===== src/verilog/wl_bus_pkg.sv =====
// Notes on behaviour
// [RULE1] fixed bank loads from adder sum, direct or complemented, or write lines 11-14,16.
// [RULE2] one fixed-bank read strobe whenever fixed bank is read, alone or with erasable bank.
// [RULE3] fixed bank readout puts bits 11-14,16 on their lines, bit 16 also on 15.
// [RULE4] bank extension is channel 0007, word bits 5, 6 and 7.
// [RULE5] fixed address built from extension, fixed bank, address bits 11-12 and decoder.
// [RULE6] every write line is the OR of its sources; complement output is its inverse.
// [RULE7] one line per bit; each register output bit feeds the line of same position.
// [RULE8] counter address inputs drive only the six low lines, up to 0077 octal.
// [RULE9] vector inputs set line 12 and index on lines 6..3: 4004 to 4050 octal.
// [RULE10] both banks read: bank bits on lines 1-3; lone erasable 9-10; lone fixed 11-16.
// [RULE11] bank-address pulse puts 00006 on the lines, selecting both banks.
// [RULE12] save-address pulse puts octal 00015 on the lines.
// [RULE13] minus-one pulse drives lines 2-16, not line 1: octal 177776.
// [RULE14] plus-one pulse gives 000001, plus-two pulse gives 000002 octal.
// [RULE15] start-address pulse drives only line 12: octal 04000.
// [RULE16] channel input bits go onto lines 1-14 and 16.
// [RULE17] test set can drive a full 16-bit word, one input per bit.
// [RULE18] address register loads 12 bits only when address-write and write-timing coincide.
// [RULE19] address register has no readout onto the write lines.
// [RULE20] address alone selects first 768 erasable words; bank bits select the rest.
// [RULE21] erasable selection is X-Y with 64 X lines and 32 Y lines.
// [RULE22] address 0003 services the erasable bank, 0004 the fixed bank.
// [RULE23] sources are combinational in their pulse; idle bus reads zero.
package wl_bus_pkg;
   localparam int          WORD_W        = 16;
   localparam int          ADDR_W        = 12;
   localparam int          REG_SRC_N     = 4;
   localparam int          CHAN_ADDR_W   = 9;
   // bank service addresses
   localparam logic [11:0] ADDR_ERASABLE_BANK_SELECT    = 12'h003;
   localparam logic [11:0] ADDR_FIXED_BANK_SELECT    = 12'h004;
   localparam logic [11:0] ADDR_BOTH     = 12'h006;
   localparam logic [8:0]  CHAN_FIXED_BANK_EXTENSION     = 9'h007;
   // field positions in the word (bit index = line - 1)
   localparam int          EB_LSB        = 8;
   localparam int          FB_LSB        = 10;
   localparam int          FB_TOP        = 15;
   localparam int          FIXED_BANK_EXTENSION_LSB      = 4;
   localparam int          BBK_LSB       = 0;
   localparam int          VEC_LSB       = 2;
   localparam int          VEC_HIGH      = 11;
   // reset values
   localparam logic [2:0]  ERASABLE_BANK_SELECT_RST     = 3'h0;
   localparam logic [4:0]  FIXED_BANK_SELECT_RST     = 5'h00;
   localparam logic [2:0]  FIXED_BANK_EXTENSION_RST      = 3'h0;
   localparam logic [11:0] MADDR_RST     = 12'h000;
   // constant pulse words
   localparam logic [15:0] K_BANK_ADDR   = 16'h0006;
   localparam logic [15:0] K_SAVE_ADDR   = 16'h000d;
   localparam logic [15:0] K_MINUS_ONE   = 16'hfffe;
   localparam logic [15:0] K_PLUS_ONE    = 16'h0001;
   localparam logic [15:0] K_PLUS_TWO    = 16'h0002;
   localparam logic [15:0] K_START_ADDR  = 16'h0800;
   localparam logic [15:0] CHAN_MASK     = 16'hbfff;
   // decoder geometry
   localparam logic [1:0]  SWITCHED_SEG  = 2'h3;
   localparam logic [1:0]  FIXED_SEG     = 2'h1;
   localparam logic [1:0]  SUPER_BANKS   = 2'h3;
endpackage


===== src/verilog/addr_link_if.sv =====
`timescale 1ns/10ps
`default_nettype none
// address state passed to the decoder and its selections back
interface addr_link_if;
   logic [11:0] mem_addr;
   logic [2:0]  erasable_bank_select;
   logic [4:0]  fixed_bank_select;
   logic [2:0]  fixed_bank_extension;
   logic [7:0]  xb_sel;
   logic [7:0]  xt_sel;
   logic [3:0]  yb_sel;
   logic [7:0]  yt_sel;
   logic [7:0]  fixed_bank_num;
   logic        fixed_access;
   modport src (output mem_addr, erasable_bank_select, fixed_bank_select, fixed_bank_extension,
                input  xb_sel, xt_sel, yb_sel, yt_sel, fixed_bank_num, fixed_access);
   modport dec (input  mem_addr, erasable_bank_select, fixed_bank_select, fixed_bank_extension,
                output xb_sel, xt_sel, yb_sel, yt_sel, fixed_bank_num, fixed_access);
endinterface
`default_nettype wire


===== src/verilog/addr_decoder.sv =====
`timescale 1ns/10ps
`default_nettype none
module addr_decoder
   import wl_bus_pkg::*;
(
   // address state in, selections out
   addr_link_if.dec lnk
);
   logic [2:0] yt_index;
   logic [4:0] bank_low;

   // switched segment takes its Y-top group from the erasable bank
   always_comb begin
      if (lnk.mem_addr[9:8] == SWITCHED_SEG) begin
         yt_index = lnk.erasable_bank_select; // RULE20
      end else begin
         yt_index = {1'b0, lnk.mem_addr[9:8]}; // RULE20
      end
   end

   // one-hot X and Y selections, 8x8 X and 4x8 Y
   always_comb begin
      lnk.xb_sel = 8'h00;
      lnk.xt_sel = 8'h00;
      lnk.yb_sel = 4'h0;
      lnk.yt_sel = 8'h00;
      lnk.xb_sel[lnk.mem_addr[2:0]] = 1'b1; // RULE21
      lnk.xt_sel[lnk.mem_addr[5:3]] = 1'b1; // RULE21
      lnk.yb_sel[lnk.mem_addr[7:6]] = 1'b1; // RULE21
      lnk.yt_sel[yt_index] = 1'b1; // RULE21
   end

   // fixed bank number from address bits 12-11, bank and extension
   always_comb begin
      lnk.fixed_access = (lnk.mem_addr[11:10] != 2'h0);
      if (lnk.mem_addr[11:10] == FIXED_SEG) begin
         bank_low = lnk.fixed_bank_select; // RULE5
      end else begin
         bank_low = {3'h0, lnk.mem_addr[11:10]}; // RULE5
      end
      if (lnk.mem_addr[11:10] == FIXED_SEG && lnk.fixed_bank_select[4:3] == SUPER_BANKS) begin
         lnk.fixed_bank_num = {lnk.fixed_bank_extension, bank_low}; // RULE5
      end else begin
         lnk.fixed_bank_num = {3'h0, bank_low};
      end
   end
endmodule
`default_nettype wire


===== src/verilog/write_line_bus.sv =====
`timescale 1ns/10ps
`default_nettype none
module write_line_bus
   import wl_bus_pkg::*;
(
   // clock and reset
   input  wire logic                 ref_clk,
   input  wire logic                 nrst,
   // flip-flop register sources
   input  wire logic [15:0]          reg_source_data [REG_SRC_N],
   input  wire logic [REG_SRC_N-1:0] reg_source_read,
   // priority control sources
   input  wire logic [5:0]           counter_addr_input,
   input  wire logic                 vector_addr_high_input,
   input  wire logic [3:0]           vector_addr_low_input,
   // constant pulses
   input  wire logic                 bank_address_constant_pulse,
   input  wire logic                 save_address_constant_pulse,
   input  wire logic                 minus_one_constant_pulse,
   input  wire logic                 plus_one_constant_pulse,
   input  wire logic                 plus_two_constant_pulse,
   input  wire logic                 start_address_pulse,
   // channel and test set
   input  wire logic [15:0]          channel_data_input,
   input  wire logic [8:0]           chan_addr,
   input  wire logic                 chan_read,
   input  wire logic                 chan_write,
   input  wire logic [15:0]          test_data_input,
   // bank service and adder
   input  wire logic                 bank_read_pulse,
   input  wire logic                 bank_write_pulse,
   input  wire logic                 bank_clear_pulse,
   input  wire logic                 sum_write_pulse,
   input  wire logic                 sum_complement,
   input  wire logic [15:0]          adder_sum,
   // address register load
   input  wire logic                 address_write_pulse,
   input  wire logic                 write_timing_pulse,
   // bus and strobes
   output logic [15:0]               write_line_bit,
   output logic [15:0]               write_line_bit_n,
   output logic                      fixed_bank_read_strobe,
   output logic                      bank_top_bit_to_line15,
   // bank outputs
   output logic [4:0]                fixed_bank_bit_out,
   output logic [2:0]                erasable_bank_bit_out,
   output logic [2:0]                bank_extension_bit_out,
   output logic [2:0]                combined_bank_bit,
   // memory address selection
   output logic [11:0]               memory_address,
   output logic [7:0]                xb_sel,
   output logic [7:0]                xt_sel,
   output logic [3:0]                yb_sel,
   output logic [7:0]                yt_sel,
   output logic [7:0]                fixed_bank_num,
   output logic                      fixed_access
);
   logic [2:0]  erasable_bank_select_reg;
   logic [4:0]  fixed_bank_select_reg;
   logic [2:0]  fixed_bank_extension_reg;
   logic [11:0] memory_address_reg;
   logic        sel_eb;
   logic        sel_fb;
   logic        sel_both;
   logic        read_eb_only;
   logic        read_fb_only;
   logic        read_both;
   logic        fixed_bank_extension_hit;
   logic        address_load_gate;
   logic [15:0] reg_or;
   logic [15:0] bank_word;
   logic [15:0] const_word;
   logic [15:0] prio_word;
   logic [15:0] chan_word;
   logic [15:0] bus_word;
   logic [15:0] load_word;
   logic [4:0]  fixed_bank_select_next;
   logic [2:0]  erasable_bank_select_next;
   logic        any_source;

   addr_link_if lnk ();

   // service decode from the address register
   assign sel_eb       = (memory_address_reg == ADDR_ERASABLE_BANK_SELECT); // RULE22
   assign sel_fb       = (memory_address_reg == ADDR_FIXED_BANK_SELECT); // RULE22
   assign sel_both     = (memory_address_reg == ADDR_BOTH); // RULE11
   assign read_eb_only = bank_read_pulse && sel_eb;
   assign read_fb_only = bank_read_pulse && sel_fb;
   assign read_both    = bank_read_pulse && sel_both;
   assign fixed_bank_read_strobe = read_fb_only || read_both; // RULE2
   assign fixed_bank_extension_hit     = (chan_addr == CHAN_FIXED_BANK_EXTENSION); // RULE4
   assign address_load_gate = address_write_pulse && write_timing_pulse; // RULE18

   // register outputs, one OR column per bit position
   genvar b;
   generate
      for (b = 0; b < WORD_W; b++) begin : g_col
         logic [REG_SRC_N-1:0] col;
         for (genvar s = 0; s < REG_SRC_N; s++) begin : g_src
            assign col[s] = reg_source_read[s] & reg_source_data[s][b]; // RULE7
         end
         assign reg_or[b] = |col; // RULE6
      end
   endgenerate

   // bank readout onto the lines
   always_comb begin
      bank_word = 16'h0000;
      if (read_eb_only || read_both) begin
         bank_word[EB_LSB +: 2] = erasable_bank_select_reg[1:0]; // RULE10
      end
      if (read_both) begin
         bank_word[BBK_LSB +: 3] = combined_bank_bit; // RULE10
      end
      if (fixed_bank_read_strobe) begin
         bank_word[FB_LSB +: 4] = fixed_bank_select_reg[3:0]; // RULE3
         bank_word[FB_TOP]      = fixed_bank_select_reg[4]; // RULE3
         bank_word[FB_TOP-1]    = bank_top_bit_to_line15; // RULE3
      end
      if (chan_read && fixed_bank_extension_hit) begin
         bank_word[FIXED_BANK_EXTENSION_LSB +: 3] = fixed_bank_extension_reg; // RULE4
      end
   end
   assign combined_bank_bit      = erasable_bank_select_reg; // RULE10
   assign bank_top_bit_to_line15 = fixed_bank_select_reg[4] & fixed_bank_read_strobe; // RULE3

   // constant generating pulses
   always_comb begin
      const_word = 16'h0000;
      if (bank_address_constant_pulse) begin
         const_word = const_word | K_BANK_ADDR; // RULE11
      end
      if (save_address_constant_pulse) begin
         const_word = const_word | K_SAVE_ADDR; // RULE12
      end
      if (minus_one_constant_pulse) begin
         const_word = const_word | K_MINUS_ONE; // RULE13
      end
      if (plus_one_constant_pulse) begin
         const_word = const_word | K_PLUS_ONE; // RULE14
      end
      if (plus_two_constant_pulse) begin
         const_word = const_word | K_PLUS_TWO; // RULE14
      end
      if (start_address_pulse) begin
         const_word = const_word | K_START_ADDR; // RULE15
      end
   end

   // counter and interrupt vector addresses
   always_comb begin
      prio_word = {10'h000, counter_addr_input}; // RULE8
      prio_word[VEC_HIGH] = vector_addr_high_input; // RULE9
      prio_word[VEC_LSB +: 4] = prio_word[VEC_LSB +: 4] | vector_addr_low_input; // RULE9
   end

   // channel bit 16 also feeds line 15, channel bit 15 has no path
   always_comb begin
      chan_word = channel_data_input & CHAN_MASK; // RULE16
      chan_word[14] = channel_data_input[15]; // RULE16
   end

   // wired-or bus, zero when idle
   assign bus_word = reg_or | bank_word | const_word | prio_word | chan_word
                   | test_data_input; // RULE6 RULE17 RULE19 RULE23
   assign write_line_bit   = bus_word; // RULE6
   assign write_line_bit_n = ~bus_word; // RULE6
   assign any_source = (|reg_source_read) || bank_read_pulse || (chan_read && fixed_bank_extension_hit)
                     || bank_address_constant_pulse || save_address_constant_pulse
                     || minus_one_constant_pulse || plus_one_constant_pulse
                     || plus_two_constant_pulse || start_address_pulse
                     || (|counter_addr_input) || vector_addr_high_input
                     || (|vector_addr_low_input) || (|channel_data_input)
                     || (|test_data_input);

   // bank load word: adder sum direct or complemented, else the lines
   always_comb begin
      if (sum_write_pulse) begin
         load_word = sum_complement ? ~adder_sum : adder_sum; // RULE1
      end else begin
         load_word = bus_word; // RULE1
      end
      fixed_bank_select_next = {load_word[FB_TOP], load_word[FB_LSB +: 4]}; // RULE1
      if (sel_both) begin
         erasable_bank_select_next = load_word[BBK_LSB +: 3];
      end else begin
         erasable_bank_select_next = load_word[EB_LSB +: 3];
      end
   end

   // fixed bank register
   always_ff @(posedge ref_clk or negedge nrst) begin
      if (!nrst) begin
         fixed_bank_select_reg <= FIXED_BANK_SELECT_RST;
      end else if (bank_clear_pulse && (sel_fb || sel_both)) begin
         fixed_bank_select_reg <= FIXED_BANK_SELECT_RST;
      end else if ((bank_write_pulse || sum_write_pulse) && (sel_fb || sel_both)) begin
         fixed_bank_select_reg <= fixed_bank_select_next; // RULE1
      end
   end

   // erasable bank register
   always_ff @(posedge ref_clk or negedge nrst) begin
      if (!nrst) begin
         erasable_bank_select_reg <= ERASABLE_BANK_SELECT_RST;
      end else if (bank_clear_pulse && (sel_eb || sel_both)) begin
         erasable_bank_select_reg <= ERASABLE_BANK_SELECT_RST;
      end else if ((bank_write_pulse || sum_write_pulse) && (sel_eb || sel_both)) begin
         erasable_bank_select_reg <= erasable_bank_select_next; // RULE22
      end
   end

   // bank extension, written as input/output channel 7
   always_ff @(posedge ref_clk or negedge nrst) begin
      if (!nrst) begin
         fixed_bank_extension_reg <= FIXED_BANK_EXTENSION_RST;
      end else if (chan_write && fixed_bank_extension_hit) begin
         fixed_bank_extension_reg <= bus_word[FIXED_BANK_EXTENSION_LSB +: 3]; // RULE4
      end
   end

   // memory address register, write only
   always_ff @(posedge ref_clk or negedge nrst) begin
      if (!nrst) begin
         memory_address_reg <= MADDR_RST;
      end else if (address_load_gate) begin
         memory_address_reg <= bus_word[ADDR_W-1:0]; // RULE18
      end
   end

   // decoder hookup
   assign lnk.mem_addr = memory_address_reg;
   assign lnk.erasable_bank_select    = erasable_bank_select_reg;
   assign lnk.fixed_bank_select    = fixed_bank_select_reg;
   assign lnk.fixed_bank_extension     = fixed_bank_extension_reg;

   addr_decoder u_dec (
      .lnk (lnk.dec)
   );

   // outputs
   assign fixed_bank_bit_out     = fixed_bank_select_reg;
   assign erasable_bank_bit_out  = erasable_bank_select_reg;
   assign bank_extension_bit_out = fixed_bank_extension_reg;
   assign memory_address         = memory_address_reg;
   assign xb_sel                 = lnk.xb_sel;
   assign xt_sel                 = lnk.xt_sel;
   assign yb_sel                 = lnk.yb_sel;
   assign yt_sel                 = lnk.yt_sel;
   assign fixed_bank_num         = lnk.fixed_bank_num; // RULE5
   assign fixed_access           = lnk.fixed_access;
endmodule
`default_nettype wire

===== config.mk =====
export PLATFORM = sky130hd
export DESIGN_NAME = write_line_bus
export DESIGN_NICKNAME = d
export VERILOG_FILES = /design/src/verilog/wl_bus_pkg.sv /design/src/verilog/addr_link_if.sv /design/src/verilog/addr_decoder.sv /design/src/verilog/write_line_bus.sv
export SDC_FILE = /design/constraint.sdc
export NUM_CORES = 1
export LEC_CHECK = 0
export BUFFER_PORTS_ARGS = -buffer_cell sky130_fd_sc_hd__buf_2
export CAP_MARGIN = 25
export CORE_AREA = 4 4 95 97
export DETAILED_ROUTE_END_ITERATION = 12
export DIE_AREA = 0 0 99 101
export PLACE_DENSITY = 0.67
export SLEW_MARGIN = 15
export SYNTH_ARGS = -nofsm -noshare
export SYNTH_HDL_FRONTEND = slang
export SYNTH_SLANG_ARGS = --single-unit

===== constraint.sdc =====
create_clock -name ref_clk -period 4.9 [get_ports ref_clk]
set_clock_uncertainty 0.1 [all_clocks]
set_input_delay 0.245 -clock ref_clk [delete_from_list [all_inputs] [get_ports ref_clk]]
set_output_delay 0.245 -clock ref_clk [all_outputs]
set_load 0.02 [all_outputs]

# Word-level counts from Yosys, hierarchy flattened
# Cells that the tools add are included.
# totals
output_inout_bits	97
ff_bits	23
input_bits	153
# op_classes
n_reduce_logical	39
n_lt_le_gt_ge	8
mux	28
eq_ne	7
n_bitwise	73
# op_table
op	n
$and 1x1->1	65
$or 16x16->16	4
$reduce_or 4->1	16
$mux 16	3
$not 16->16	2
$eq 12x3->1 const B	2
$mux 3	7
$or 16x12->16	1
$logic_and 1x1->1	15
$mux 5	3
$eq 12x2->1 const B	1
$lt 3x4->1 const B	3
$mux 12	1
$demux 1 s3	3
$eq 9x3->1 const B	1
$ge 3x1->1 const B	3
$mux 8	1
$mux 6	1
$reduce_bool 2->1	3
$logic_or 1x1->1	5
$mux 1	5
$eq 2x2->1 const B	2
$mux 2	2
$mux 4	1
5 further kinds	5

# Longest topological paths before layout
# Gate-level depths: netlist (run 1).
# depth
depth_word	14
mapped_depth	8

# Modules after synthesis
# From an unflattened synthesis (run 1), not the netlist that was laid out.
# unflattened
cells_unflattened	285
area_unflattened_um2	2169.6
# by_module_without_submodules
module	area_per_inst_um2	seq_area_each_um2	cells_per_inst	n_inst
write_line_bus	1865.5	575.6	238	1
addr_decoder	304.0	0.0	47	1

# Worst setup path before layout (run 1)
# OpenSTA, ideal clock, no wires.
# synth_timing
path_kind	reg2out
start	reg memory_address_reg[3] (netlist: memory_address[3])
end	out write_line_bit_n[14]
slack_ps	2562
required_time_ps	4555
path_stages_with_launch	8
arrival_ps	1993
path_buffers	2
cell_sequence	dfrtp_1 -> buf_2 -> nor3_4 -> and4_1 -> buf_4 -> and2_1 -> nor3_1 -> and4_1
# synth_via
elab_chain_len	11
elab_cells_between_ends	13
classes_between	eq/ne: 2; mux: 1; bitwise: 7; reduce/logical: 3
# synth_lines
element	line_no	source
from (decl)	write_line_bus.sv:61	logic [11:0] memory_address_reg;
from (signal assigned)	write_line_bus.sv:227	memory_address_reg <= bus_word[ADDR_W-1:0];
$eq 12x3->1, on equally long branches	write_line_bus.sv:85, write_line_bus.sv:86	
$logic_and 1x1->1, on equally long branches	write_line_bus.sv:88, write_line_bus.sv:89	
$logic_or 1x1->1 *	write_line_bus.sv:90	assign fixed_bank_read_strobe = read_fb_only || read_both;
via fixed_bank_read_strobe	write_line_bus.sv:42	output logic fixed_bank_read_strobe,
$and 1x1->1 *	write_line_bus.sv:125	assign bank_top_bit_to_line15 = fixed_bank_select_reg[4] & fixed_bank_read_strobe;
via bank_top_bit_to_line15	write_line_bus.sv:43	output logic bank_top_bit_to_line15,
$mux 6 *	write_line_bus.sv:115	if (fixed_bank_read_strobe) begin
$or 16x16->16 * (2 in a row)	write_line_bus.sv:164	assign bus_word = reg_or | bank_word | const_word | prio_word | chan_word
$or 16x12->16 *	write_line_bus.sv:164	
$or 16x16->16 *	write_line_bus.sv:164	
$or 16x16->16 *	write_line_bus.sv:165	| test_data_input;
$not 16->16 *	write_line_bus.sv:167	assign write_line_bit_n = ~bus_word;
to (decl)	write_line_bus.sv:41	output logic [15:0] write_line_bit_n,
# The timed path passes the listed nets; every way through them passes the cells marked *.

# Worst setup path after layout (run 1)
# layout_timing
start	reg memory_address_reg[9] (netlist: memory_address[9])
end	out write_line_bit_n[14]
# layout_via
elab_chain_len	11
elab_cells_between_ends	13
classes_between	eq/ne: 2; mux: 1; bitwise: 7; reduce/logical: 3
# layout_lines
element	line_no
$eq 12x3->1, on equally long branches	write_line_bus.sv:85, write_line_bus.sv:86
$logic_and 1x1->1, on equally long branches	write_line_bus.sv:88, write_line_bus.sv:89
$logic_or 1x1->1 *	write_line_bus.sv:90
$and 1x1->1	write_line_bus.sv:125
$mux 6 *	write_line_bus.sv:115
$or 16x16->16 * (2 in a row)	write_line_bus.sv:164
$or 16x12->16 *	write_line_bus.sv:164
$or 16x16->16 *	write_line_bus.sv:164
$or 16x16->16 *	write_line_bus.sv:165
$not 16->16 *	write_line_bus.sv:167
# Mark *: on every way between the ends. The rest lies on a longest branch, timed or not.

==> flow_metrics.env, run 1 <==
export IMPL_powerDensity_nw_per_um2=135
export IMPL_rr_startpoint="memory_address[9]$_DFFE_PN0P_"
export IMPL_drtPass1Iterations=4
export IMPL_crit_arrival_ns=2.31
export IMPL_relSlewSlack_pct=46.3
export IMPL_largest_reg_flops=12
export IMPL_cts_buffers=3
export IMPL_worstReg2RegEnd="fixed_bank_bit_out[1]$_DFFE_PN0P_"
export IMPL_timing_reg2reg_setup_slack_ns=2.66
export IMPL_grt_ovfl_total=0
export IMPL_reg2reg_depth=5
export IMPL_p_leak_nw=1.87
export IMPL_layout_nets=671
export IMPL_start_util_pct=27.6
export IMPL_power_uw=477
export IMPL_grt_usage_pct=19.5
export IMPL_synth_edff_count=0
export IMPL_dp_slack_ns=2.52
export IMPL_grt_max_degree=25
export IMPL_postSynthCellCount=298
export IMPL_worstHoldEndpoint="fixed_bank_bit_out[2]$_DFFE_PN0P_"
export IMPL_setup_viol=0
export IMPL_hold_depth=2
export IMPL_drive_gt1_share_pct=50.9
export IMPL_min_delay_start="bank_clear_pulse"
export IMPL_drv_cap=0
export IMPL_cp_cell_sequence="nor4_4 -> and4_1 -> and2_1 -> nor3_1 -> and4_1 -> buf_2"
export IMPL_status="complete, no violations"
export IMPL_path_max_fanout=8
export IMPL_antenna_found_initial=2
export IMPL_cts_repair_resized=0
export IMPL_root_buffer="clkbuf_8"
export IMPL_finalCriticalPeriod_ns=2.65
export IMPL_row_count=33
export IMPL_place_inst=617
export IMPL_setup_ws_ns=2.25
export IMPL_dr_total_vias=3124
export IMPL_syn_area_um2=2250
export IMPL_tritoncts="built"
export IMPL_crit_required_ns=4.55
export IMPL_routedWlPerCell_um=16.6
export IMPL_critPathMaxStageDelay_ns=0.50
export IMPL_crit_slowest_cell="and4_1"
export IMPL_design_area_um2=3520
export IMPL_async_flop_share_pct=100
export IMPL_worstSetupStartpointType="register"
export IMPL_die_height_um=101
export IMPL_ir_drop_mv=0.0589
export IMPL_vias_per_cell=5.00
export IMPL_hpwlAfterDp_um=8840
export IMPL_finalCritPeriodShare_pct=54.1
export IMPL_h_tree_depth=1
export IMPL_dieArea_um2=10000
export IMPL_yosysUniqueCellTypes=50
export IMPL_drv_slew=0
export IMPL_gp_congestion=0.837
export IMPL_clk_pin_slew_worst_paths_ns=0.08
export IMPL_ant_nets=0
export IMPL_synth_ff_type="dfrtp_1"
export IMPL_grt_pass1_vias=3102
export IMPL_ys_seq_area_share_pct=25.6
export IMPL_drt_iter0_markers=119
export IMPL_finalHoldViolations=0
export IMPL_syn_area_per_cell_um2=7.54
export IMPL_tightest_slew_ns=0.805
export IMPL_cp_end_kind="primary output"
export IMPL_post_route_drc_count=0
export IMPL_cts_buffer_depth=2
export IMPL_die_x_um=99
export IMPL_ys_ff_latch=23
export IMPL_io_pins=250
export IMPL_port_buffers=242
export IMPL_fmax_ghz=0.377
export IMPL_post_cts_buffers=0
export IMPL_yosysWarnings=0
export IMPL_wl_um=10400
export IMPL_cpMostUsedCell="and4_1"
export IMPL_hold_path_class="in -> reg"
export IMPL_clock_sinks=23
export IMPL_num_fill_cells=876
export IMPL_core_um2=8130
export IMPL_fin_tns_setup_ns=0
export IMPL_ctsHoldBuffers=1
export IMPL_grt_pass1_wl_um=15700
export IMPL_rsz0062_at_grt="false"
export IMPL_critPathKind="reg -> out"
export IMPL_clock_latency_ns=0.26
export IMPL_placed_area_um2=3460
export IMPL_layout_cells_non_filler=625
export IMPL_synth_nets=451
export IMPL_area_growth_pct=56.7
[Yosys cell counts (4+ instances only)]
cell | number | area [um2]
nand2_1 | 29 | 109
a21oi_1 | 24 | 120
dfrtp_1 | 23 | 576
nor2_1 | 18 | 67.6
a22oi_1 | 17 | 128
clkbuf_1 | 16 | 60.1
inv_1 | 16 | 60.1
nor3_1 | 12 | 60.1
o21ai_0 | 11 | 55.1
and2_1 | 9 | 56.3
nand3_1 | 9 | 45.0
nor3b_1 | 9 | 67.6
nor4_1 | 9 | 56.3
xnor2_1 | 9 | 78.8
and3_1 | 7 | 43.8
buf_2 | 7 | 35.0
a222oi_1 | 6 | 60.1
nand4_1 | 5 | 31.3
nor2b_1 | 5 | 31.3
and3b_1 | 4 | 35.0
buf_4 | 4 | 30.0
o21a_1 | 4 | 30.0
[critical path, delay by kind of cell (launching register included)]
kind	cells	cell delay [ns]
and+or+nand+nor	5	1.38
DFF	1	0.48
buffers and inverters	1	0.16
[cells in the final DEF, fill, tap and decap left out, types with 3 or more instances in the layout]
cell	count
a22oi_1	17
and4_1	3
a222oi_1	6
nor2_1	18
and2_1	9
inv_1	16
diode_2	3
clkbuf_8	3
and3b_1	4
xnor2_1	9
buf_2	242
nand3b_1	3
nand2_1	29
nand4_1	5
o21a_1	4
nor3_1	12
nor3b_1	9
nand3_1	9
and3_1	7
nor4_1	9
a21oi_1	24
or4_1	3
o21ai_0	11
nor2b_1	5
dfrtp_1	23
[per-stage QoR]
step,hold slack (ns),util [%]
after floorplan,-0.151,-
after global placement,0.151,42.5
final,0.186,43.3
after detailed placement,0.159,42.5
after CTS,0.184,43.2
after global routing,0.190,43.3
[layer usage]
metal / track usage, % / share of wire, % / routed length (um)
met5: 0 / 0 / 0
met3: 2.08 / 7.1 / 737
met2: 35.0 / 51 / 5310
met1: 24.3 / 40 / 4180
met4: 6.62 / 1.7 / 178
[cells by family after synthesis]
kind of cell | Yosys count | synth area share, %
AO/OA/AOI/OAI | 82 | 25.7
XOR/XNOR | 10 | 3.90
multiplexers | 3 | 1.45
AND/OR/NAND/NOR | 135 | 34.7
flip-flops | 23 | 25.6
buffers and inverters | 45 | 8.63
[area by class of cell]
| cell class | count | area [um2] | share of cell area, % |
|---|---|---|---|
| Timing Repair Buffer | 243 | 1220 | 34.7 |
| Multi-Input combinational cell | 230 | 1480 | 42.0 |
| Antenna cell | 3 | 7.51 | 0.213 |
| Clock buffer | 4 | 45.0 | 1.28 |
| Inverter | 17 | 63.8 | 1.81 |
| Tap cell | 105 | 131 | 3.73 |
| Sequential cell | 23 | 576 | 16.3 |
[worst max path at each step]
stage	start	end	slack [ns]	cells after the start
6_report	memory_address[9]$_DFFE_PN0P_	write_line_bit_n[14]	2.25	6
3_3_place_gp	memory_address[7]$_DFFE_PN0P_	write_line_bit_n[14]	2.55	6
3_5_place_dp	memory_address[7]$_DFFE_PN0P_	write_line_bit_n[14]	2.52	6
5_1_grt	memory_address[9]$_DFFE_PN0P_	write_line_bit_n[14]	2.13	6
4_1_cts	memory_address[7]$_DFFE_PN0P_	write_line_bit_n[14]	2.21	6
2_1_floorplan	memory_address[3]$_DFFE_PN0P_	write_line_bit_n[14]	2.56	7
[report_power, final]
group          internal, mW  switching [mW]
Sequential            0.193         0.00687
Clock                0.0580          0.0602
Combinational        0.0756          0.0831
(Power assumes the default switching activity.)
==> run 2: changes to the inputs <==
Settings changed: CORE_AREA 4 4 95 97 to 4 4 96 98, DIE_AREA 0 0 99 101 to 0 0 100 102, PLACE_DENSITY 0.67 to 0.68.
Clock period 4.9 ns to 2.3 ns, I/O delays scaled along.
==> run 2 against run 1 <==
  * Critical path depth unchanged
  * Total power increased by 120%
  * Utilization is 0.17 points lower
  * Setup slack got worse by 2.2 ns
  * Hold slack worse by 0.12 ns
==> flow_metrics.env, run 2 (synthesis gave the netlist of run 1 again) <==
export IMPL_status="complete, no violations"
export IMPL_whs_ns=0.0659
export IMPL_fin_util_pct=43.1
export IMPL_design_area_um2=3650
export IMPL_tritoncts="built"
export IMPL_timing_reg2reg_setup_slack_ns=0.26
export IMPL_tightest_slew_ns=0.824
export IMPL_powerDensity_nw_per_um2=282
export IMPL_cp_end_kind="primary output"
export IMPL_setup_viol=0
export IMPL_hpwlAfterDp_um=9140
export IMPL_grt_max_degree=25
export IMPL_mostFrequentLayoutCells="242 x buf_2, 29 x nand2_1, 24 x a21oi_1"
export IMPL_grt_pass1_vias=3127
export IMPL_dp_slack_ns=0.133
export IMPL_antenna_found_initial=0
export IMPL_cts_buffers=3
export IMPL_fmax_ghz=0.452
export IMPL_ir_drop_mv=0.201
export IMPL_relSlewSlack_pct=45.0
export IMPL_h_tree_depth=1
export IMPL_root_buffer="clkbuf_8"
export IMPL_die_x_um=100
export IMPL_drv_slew=0
export IMPL_fin_tns_setup_ns=0
export IMPL_io_pins=250
export IMPL_grt_pass1_wl_um=15800
export IMPL_setup_ws_ns=0.0889
export IMPL_layout_nets=687
export IMPL_rr_startpoint="memory_address[10]$_DFFE_PN0P_"
export IMPL_post_route_drc_count=0
export IMPL_die_height_um=102
export IMPL_topRoutingLayerUsed="met4"
export IMPL_critPathLaunch="memory_address[10]$_DFFE_PN0P_"
export IMPL_place_inst=633
export IMPL_placed_area_um2=3560
export IMPL_drt_iter0_markers=134
export IMPL_finalCriticalPeriod_ns=2.21
export IMPL_crit_required_ns=2.09
export IMPL_drive_gt1_share_pct=52.9
export IMPL_cts_buffer_depth=2
export IMPL_drtPass1Iterations=4
export IMPL_clock_latency_ns=0.26
export IMPL_p_leak_nw=1.95
export IMPL_dr_total_vias=3248
export IMPL_port_buffers=242
export IMPL_clock_sinks=23
export IMPL_largest_reg_flops=12
export IMPL_core_um2=8470
export IMPL_reg2reg_depth=6
export IMPL_routedWlPerCell_um=16.7
export IMPL_power_mw=1.03
export IMPL_wl_met1_um=4280
export IMPL_cp_depth=6
export IMPL_drv_cap=0
export IMPL_crit_arrival_ns=2.00
export IMPL_path_max_fanout=7
export IMPL_start_util_pct=26.5
export IMPL_grt_usage_pct=19.4
export IMPL_wl_um=10700
export IMPL_crit_slowest_cell="nor4_4"
export IMPL_dr_wl_met3_um=867
export IMPL_antenna_cells=0
export IMPL_cp_top_family="simple AND/OR/NAND/NOR gates"
export IMPL_worstSetupStartpointType="register"
export IMPL_dieArea_um2=10200
export IMPL_critPathMaxStageDelay_ns=0.42
export IMPL_finalHoldViolations=0
export IMPL_area_growth_pct=62.5
export IMPL_clk_pin_slew_worst_paths_ns=0.08
export IMPL_row_count=34
export IMPL_cp_cell_sequence="nor4_4 -> and4_4 -> and2_1 -> nor3_2 -> and4_1 -> buf_2"
export IMPL_hold_path_class="in -> reg"
export IMPL_worstReg2RegEnd="combined_bank_bit[0]$_DFFE_PN0P_"
export IMPL_gp_congestion=0.893
export IMPL_grt_ovfl_total=0
export IMPL_endpoint="write_line_bit_n[14]"
export IMPL_critPathKind="reg -> out"
export IMPL_path_buf_inv=1
export IMPL_vias_per_cell=5.07
export IMPL_wl_met2_um=5340
export IMPL_finalCritPeriodShare_pct=96.1
export IMPL_final_common_cell="buf_2"
export IMPL_layout_cells_non_filler=641
export IMPL_ant_nets=0
## run 2: cell types whose count changed in the layout (fill, tap and decap cells not counted)
cell,before,now
nor3_1,12,11
diode_2,3,0
buf_4,0,16
nor3b_1,9,8
and4_4,0,1
and4_1,3,2
nor3_2,0,1
nor3b_2,0,1
## run 2: where the power goes
part	leakage, nW	internal, mW	switching (mW)
clock network	0.0228	0.124	0.128
registers	0.260	0.412	0.0105
logic	1.67	0.168	0.186
## run 2: worst min path at each step
stage	start	end	slack (ns)	cells after the start
after global placement	nrst	combined_bank_bit[0]$_DFFE_PN0P_	0.03	1
final	bank_clear_pulse	fixed_bank_bit_out[2]$_DFFE_PN0P_	0.07	2
after floorplan	nrst	bank_extension_bit_out[0]$_DFFE_PN0P_	-0.28	0
after CTS	bank_clear_pulse	fixed_bank_bit_out[2]$_DFFE_PN0P_	0.06	2
after detailed placement	nrst	memory_address[8]$_DFFE_PN0P_	0.03	1
after global routing	bank_clear_pulse	fixed_bank_bit_out[2]$_DFFE_PN0P_	0.08	2
## run 2: timing repair
| action | CTS | global route |
|---|---|---|
| setup endpoints to repair | 4 | 2 |
| endpoints found under the hold margin | 23 | 0 |
| pin swaps | 0 | 2 |
| gates resized for setup | 2 | 2 |
| buffers inserted | 0 | 3 |
| hold buffers | 1 | 0 |
## run 2: per-layer routing
metal | up-vias | global-route usage [%]
met5 | - | 0
met4 | 0 | 4.56
met3 | 14 | 3.34
met2 | 167 | 34.8
met1 | 1505 | 24.2
li1 | 1562 | -
## run 2: layout make-up
cell class / count / area, um2
inverters: 17 / 63.8
flip-flops and latches: 23 / 576
clock buffers: 4 / 45.0
well taps: 108 / 135
repair buffers: 259 / 1340
multi-input cells: 230 / 1490
fillers: 882 / 4810
## run 2: worst reg2reg max path, delay by kind of cell (launching register included)
kind,cells,cell delay [ns]
AOI/OAI and AO/OA,3,0.62
buffers and inverters,1,0.19
DFF,1,0.41
and+or+nand+nor,2,0.61
==> run 3: changes to the inputs <==
--- a/config.mk
+++ b/config.mk
@@ -12,3 +12,4 @@
 export DIE_AREA = 0 0 100 102
-export PLACE_DENSITY = 0.68
+export PLACE_DENSITY = 0.75
+export REMOVE_ABC_BUFFERS = 1
 export SLEW_MARGIN = 15
--- a/constraint.sdc
+++ b/constraint.sdc
@@ -4,2 +4,2 @@
 set_output_delay 0.115 -clock ref_clk [all_outputs]
-set_load 0.02 [all_outputs]
+set_load 0.01 [all_outputs]
==> run 3 against run 2 <==
  * Critical path depth stayed put
  * Setup slack improved by 0.0032 ns
  * Wire length grew 0.28%
==> flow_metrics.env, run 3 (synthesis gave the netlist of run 1 again) <==
export IMPL_grt_pass1_wl_um=15900
export IMPL_io_pins=250
export IMPL_switching_share_pct=31.5
export IMPL_largest_reg_flops=12
export IMPL_cts_buffer_depth=2
export IMPL_drv_slew=0
export IMPL_finalHoldViolations=0
export IMPL_cts_buffers=3
export IMPL_powerDensity_nw_per_um2=280
export IMPL_grt_util_met1_pct=24.0
export IMPL_tritoncts="built"
export IMPL_tightest_slew_ns=0.869
export IMPL_cp_end_kind="primary output"
export IMPL_start_util_pct=26.5
export IMPL_antenna_found_initial=0
export IMPL_drive_gt1_share_pct=52.9
export IMPL_grt_busiest_layer="met2"
export IMPL_wl_um=10700
export IMPL_dr_total_vias=3261
export IMPL_hpwlAfterDp_um=8900
export IMPL_whs_ns=0.0618
export IMPL_seqPwrFrac_pct=41.3
export IMPL_critPathKind="reg -> out"
export IMPL_ir_drop_mv=0.213
export IMPL_p_switching_uw=322
export IMPL_p_clk_share_pct=26.2
export IMPL_fmax_ghz=0.453
export IMPL_combPwrFrac_pct=32.5
export IMPL_fin_tns_setup_ns=0
export IMPL_area_growth_pct=62.3
export IMPL_finalCriticalPeriod_ns=2.21
export IMPL_crit_required_ns=2.09
export IMPL_port_buffers=242
export IMPL_die_height_um=102
export IMPL_grt_max_degree=25
export IMPL_layout_nets=687
export IMPL_num_fill_cells=883
export IMPL_setup_viol=0
export IMPL_clock_sinks=23
export IMPL_grt_pass1_vias=3041
export IMPL_die_x_um=100
export IMPL_core_um2=8470
export IMPL_ant_nets=0
export IMPL_root_buffer="clkbuf_8"
export IMPL_crit_arrival_ns=1.99
export IMPL_antenna_cells=0
export IMPL_vias_per_cell=5.09
export IMPL_p_leak_nw=1.95
export IMPL_path_max_fanout=8
export IMPL_drt_iter0_markers=127
export IMPL_drtPass1Iterations=5
export IMPL_rsz0062_at_grt="false"
export IMPL_worstSetupStartpointType="register"
export IMPL_grt_ovfl_total=0
export IMPL_h_tree_depth=1
export IMPL_met3_usage_pct=3.14
export IMPL_finalCritPeriodShare_pct=96.0
export IMPL_p_int_uw=701
export IMPL_final_common_cell="buf_2"
export IMPL_clock_latency_ns=0.27
export IMPL_row_count=34
export IMPL_dieArea_um2=10200
export IMPL_status="complete, no violations"
export IMPL_gp_congestion=0.901
export IMPL_relSlewSlack_pct=42.1
export IMPL_mostFrequentLayoutCells="242 x buf_2, 29 x nand2_1, 24 x a21oi_1"
export IMPL_met2_usage_pct=35.7
export IMPL_routedWlPerCell_um=16.8
export IMPL_hold_path_class="in -> reg"
export IMPL_grt_usage_pct=19.7
export IMPL_clk_pin_slew_worst_paths_ns=0.09
export IMPL_post_route_drc_count=0
export IMPL_drv_cap=0
-- run 3: what timing repair did --
action                                 in CTS  in global routing
pin swaps                                   0                  2
endpoints found under the hold margin      23                  0
setup buffers                               0                  3
hold buffers                                1                  0
gates resized for setup                     2                  1
setup endpoints to repair                   5                  3
-- run 3: worst max-delay path: stages (launching register included) --
cell     delay, ns
dfrtp_1       0.42
nor4_4        0.41
and4_4        0.37
and2_1        0.16
nor3_1        0.06
and4_1        0.16
buf_2         0.14
-- run 3: power groups by stage --
| stage | clock [mW] | sequential (mW) | combinational, mW |
|---|---|---|---|
| 2_1_floorplan | 0 | 0.435 | 0.104 |
| 3_3_place_gp | 0 | 0.430 | 0.325 |
| 3_5_place_dp | 0 | 0.430 | 0.331 |
| 4_1_cts | 0.289 | 0.422 | 0.334 |
| 5_1_grt | 0.298 | 0.425 | 0.366 |
| 6_report | 0.268 | 0.423 | 0.333 |
-- run 3: worst paths after layout --
check                      slack (ns)                             startpoint  depth (start not counted)                               endpoint
setup reg to reg                 0.28          memory_address[9]$_DFFE_PN0P_                          6      fixed_bank_bit_out[1]$_DFFE_PN0P_
hold / removal                   0.06                     test_data_input[7]                          3          memory_address[7]$_DFFE_PN0P_
setup / recovery                 0.09          memory_address[9]$_DFFE_PN0P_                          6                   write_line_bit_n[14]
hold reg to reg                  0.44  bank_extension_bit_out[1]$_DFFE_PN0P_                          2  bank_extension_bit_out[1]$_DFFE_PN0P_
min in group asynchronous        0.28                                   nrst                          2          memory_address[7]$_DFFE_PN0P_
max in group asynchronous        1.44                                   nrst                          2      fixed_bank_bit_out[4]$_DFFE_PN0P_
-- run 3: metal layers --
| layer | part of all wire, % | wire length [um] |
|---|---|---|
| met5 | 0 | 0 |
| met4 | 2.3 | 247 |
| met3 | 10 | 1120 |
| met2 | 50 | 5370 |
| met1 | 37 | 4000 |
-- run 3: through the flow --
stage / setup slack, ns / power, mW / std cells / util [%] / instance area, um2
after floorplan: 0.236 / 0.539 / 270 / - / 2120
after global placement: 0.182 / 0.755 / 633 / 42.1 / 3560
after detailed placement: 0.152 / 0.762 / 633 / 42.1 / 3560
after CTS: 0.00974 / 1.05 / 638 / 42.8 / 3620
after global routing: 0.00356 / 1.09 / 641 / 43.1 / 3650
final: 0.0921 / 1.02 / 641 / 43.1 / 3650
-- run 3: layout make-up --
class                      instances  area (um2)  area share (%)
timing repair buffer             259        1340            36.8
tap                              108         135            3.70
inverter                          17        63.8            1.75
clock inverter                     1        5.00           0.137
sequential                        23         576            15.8
multi-input combinational        230        1490            40.7
clock buffer                       3        41.3            1.13
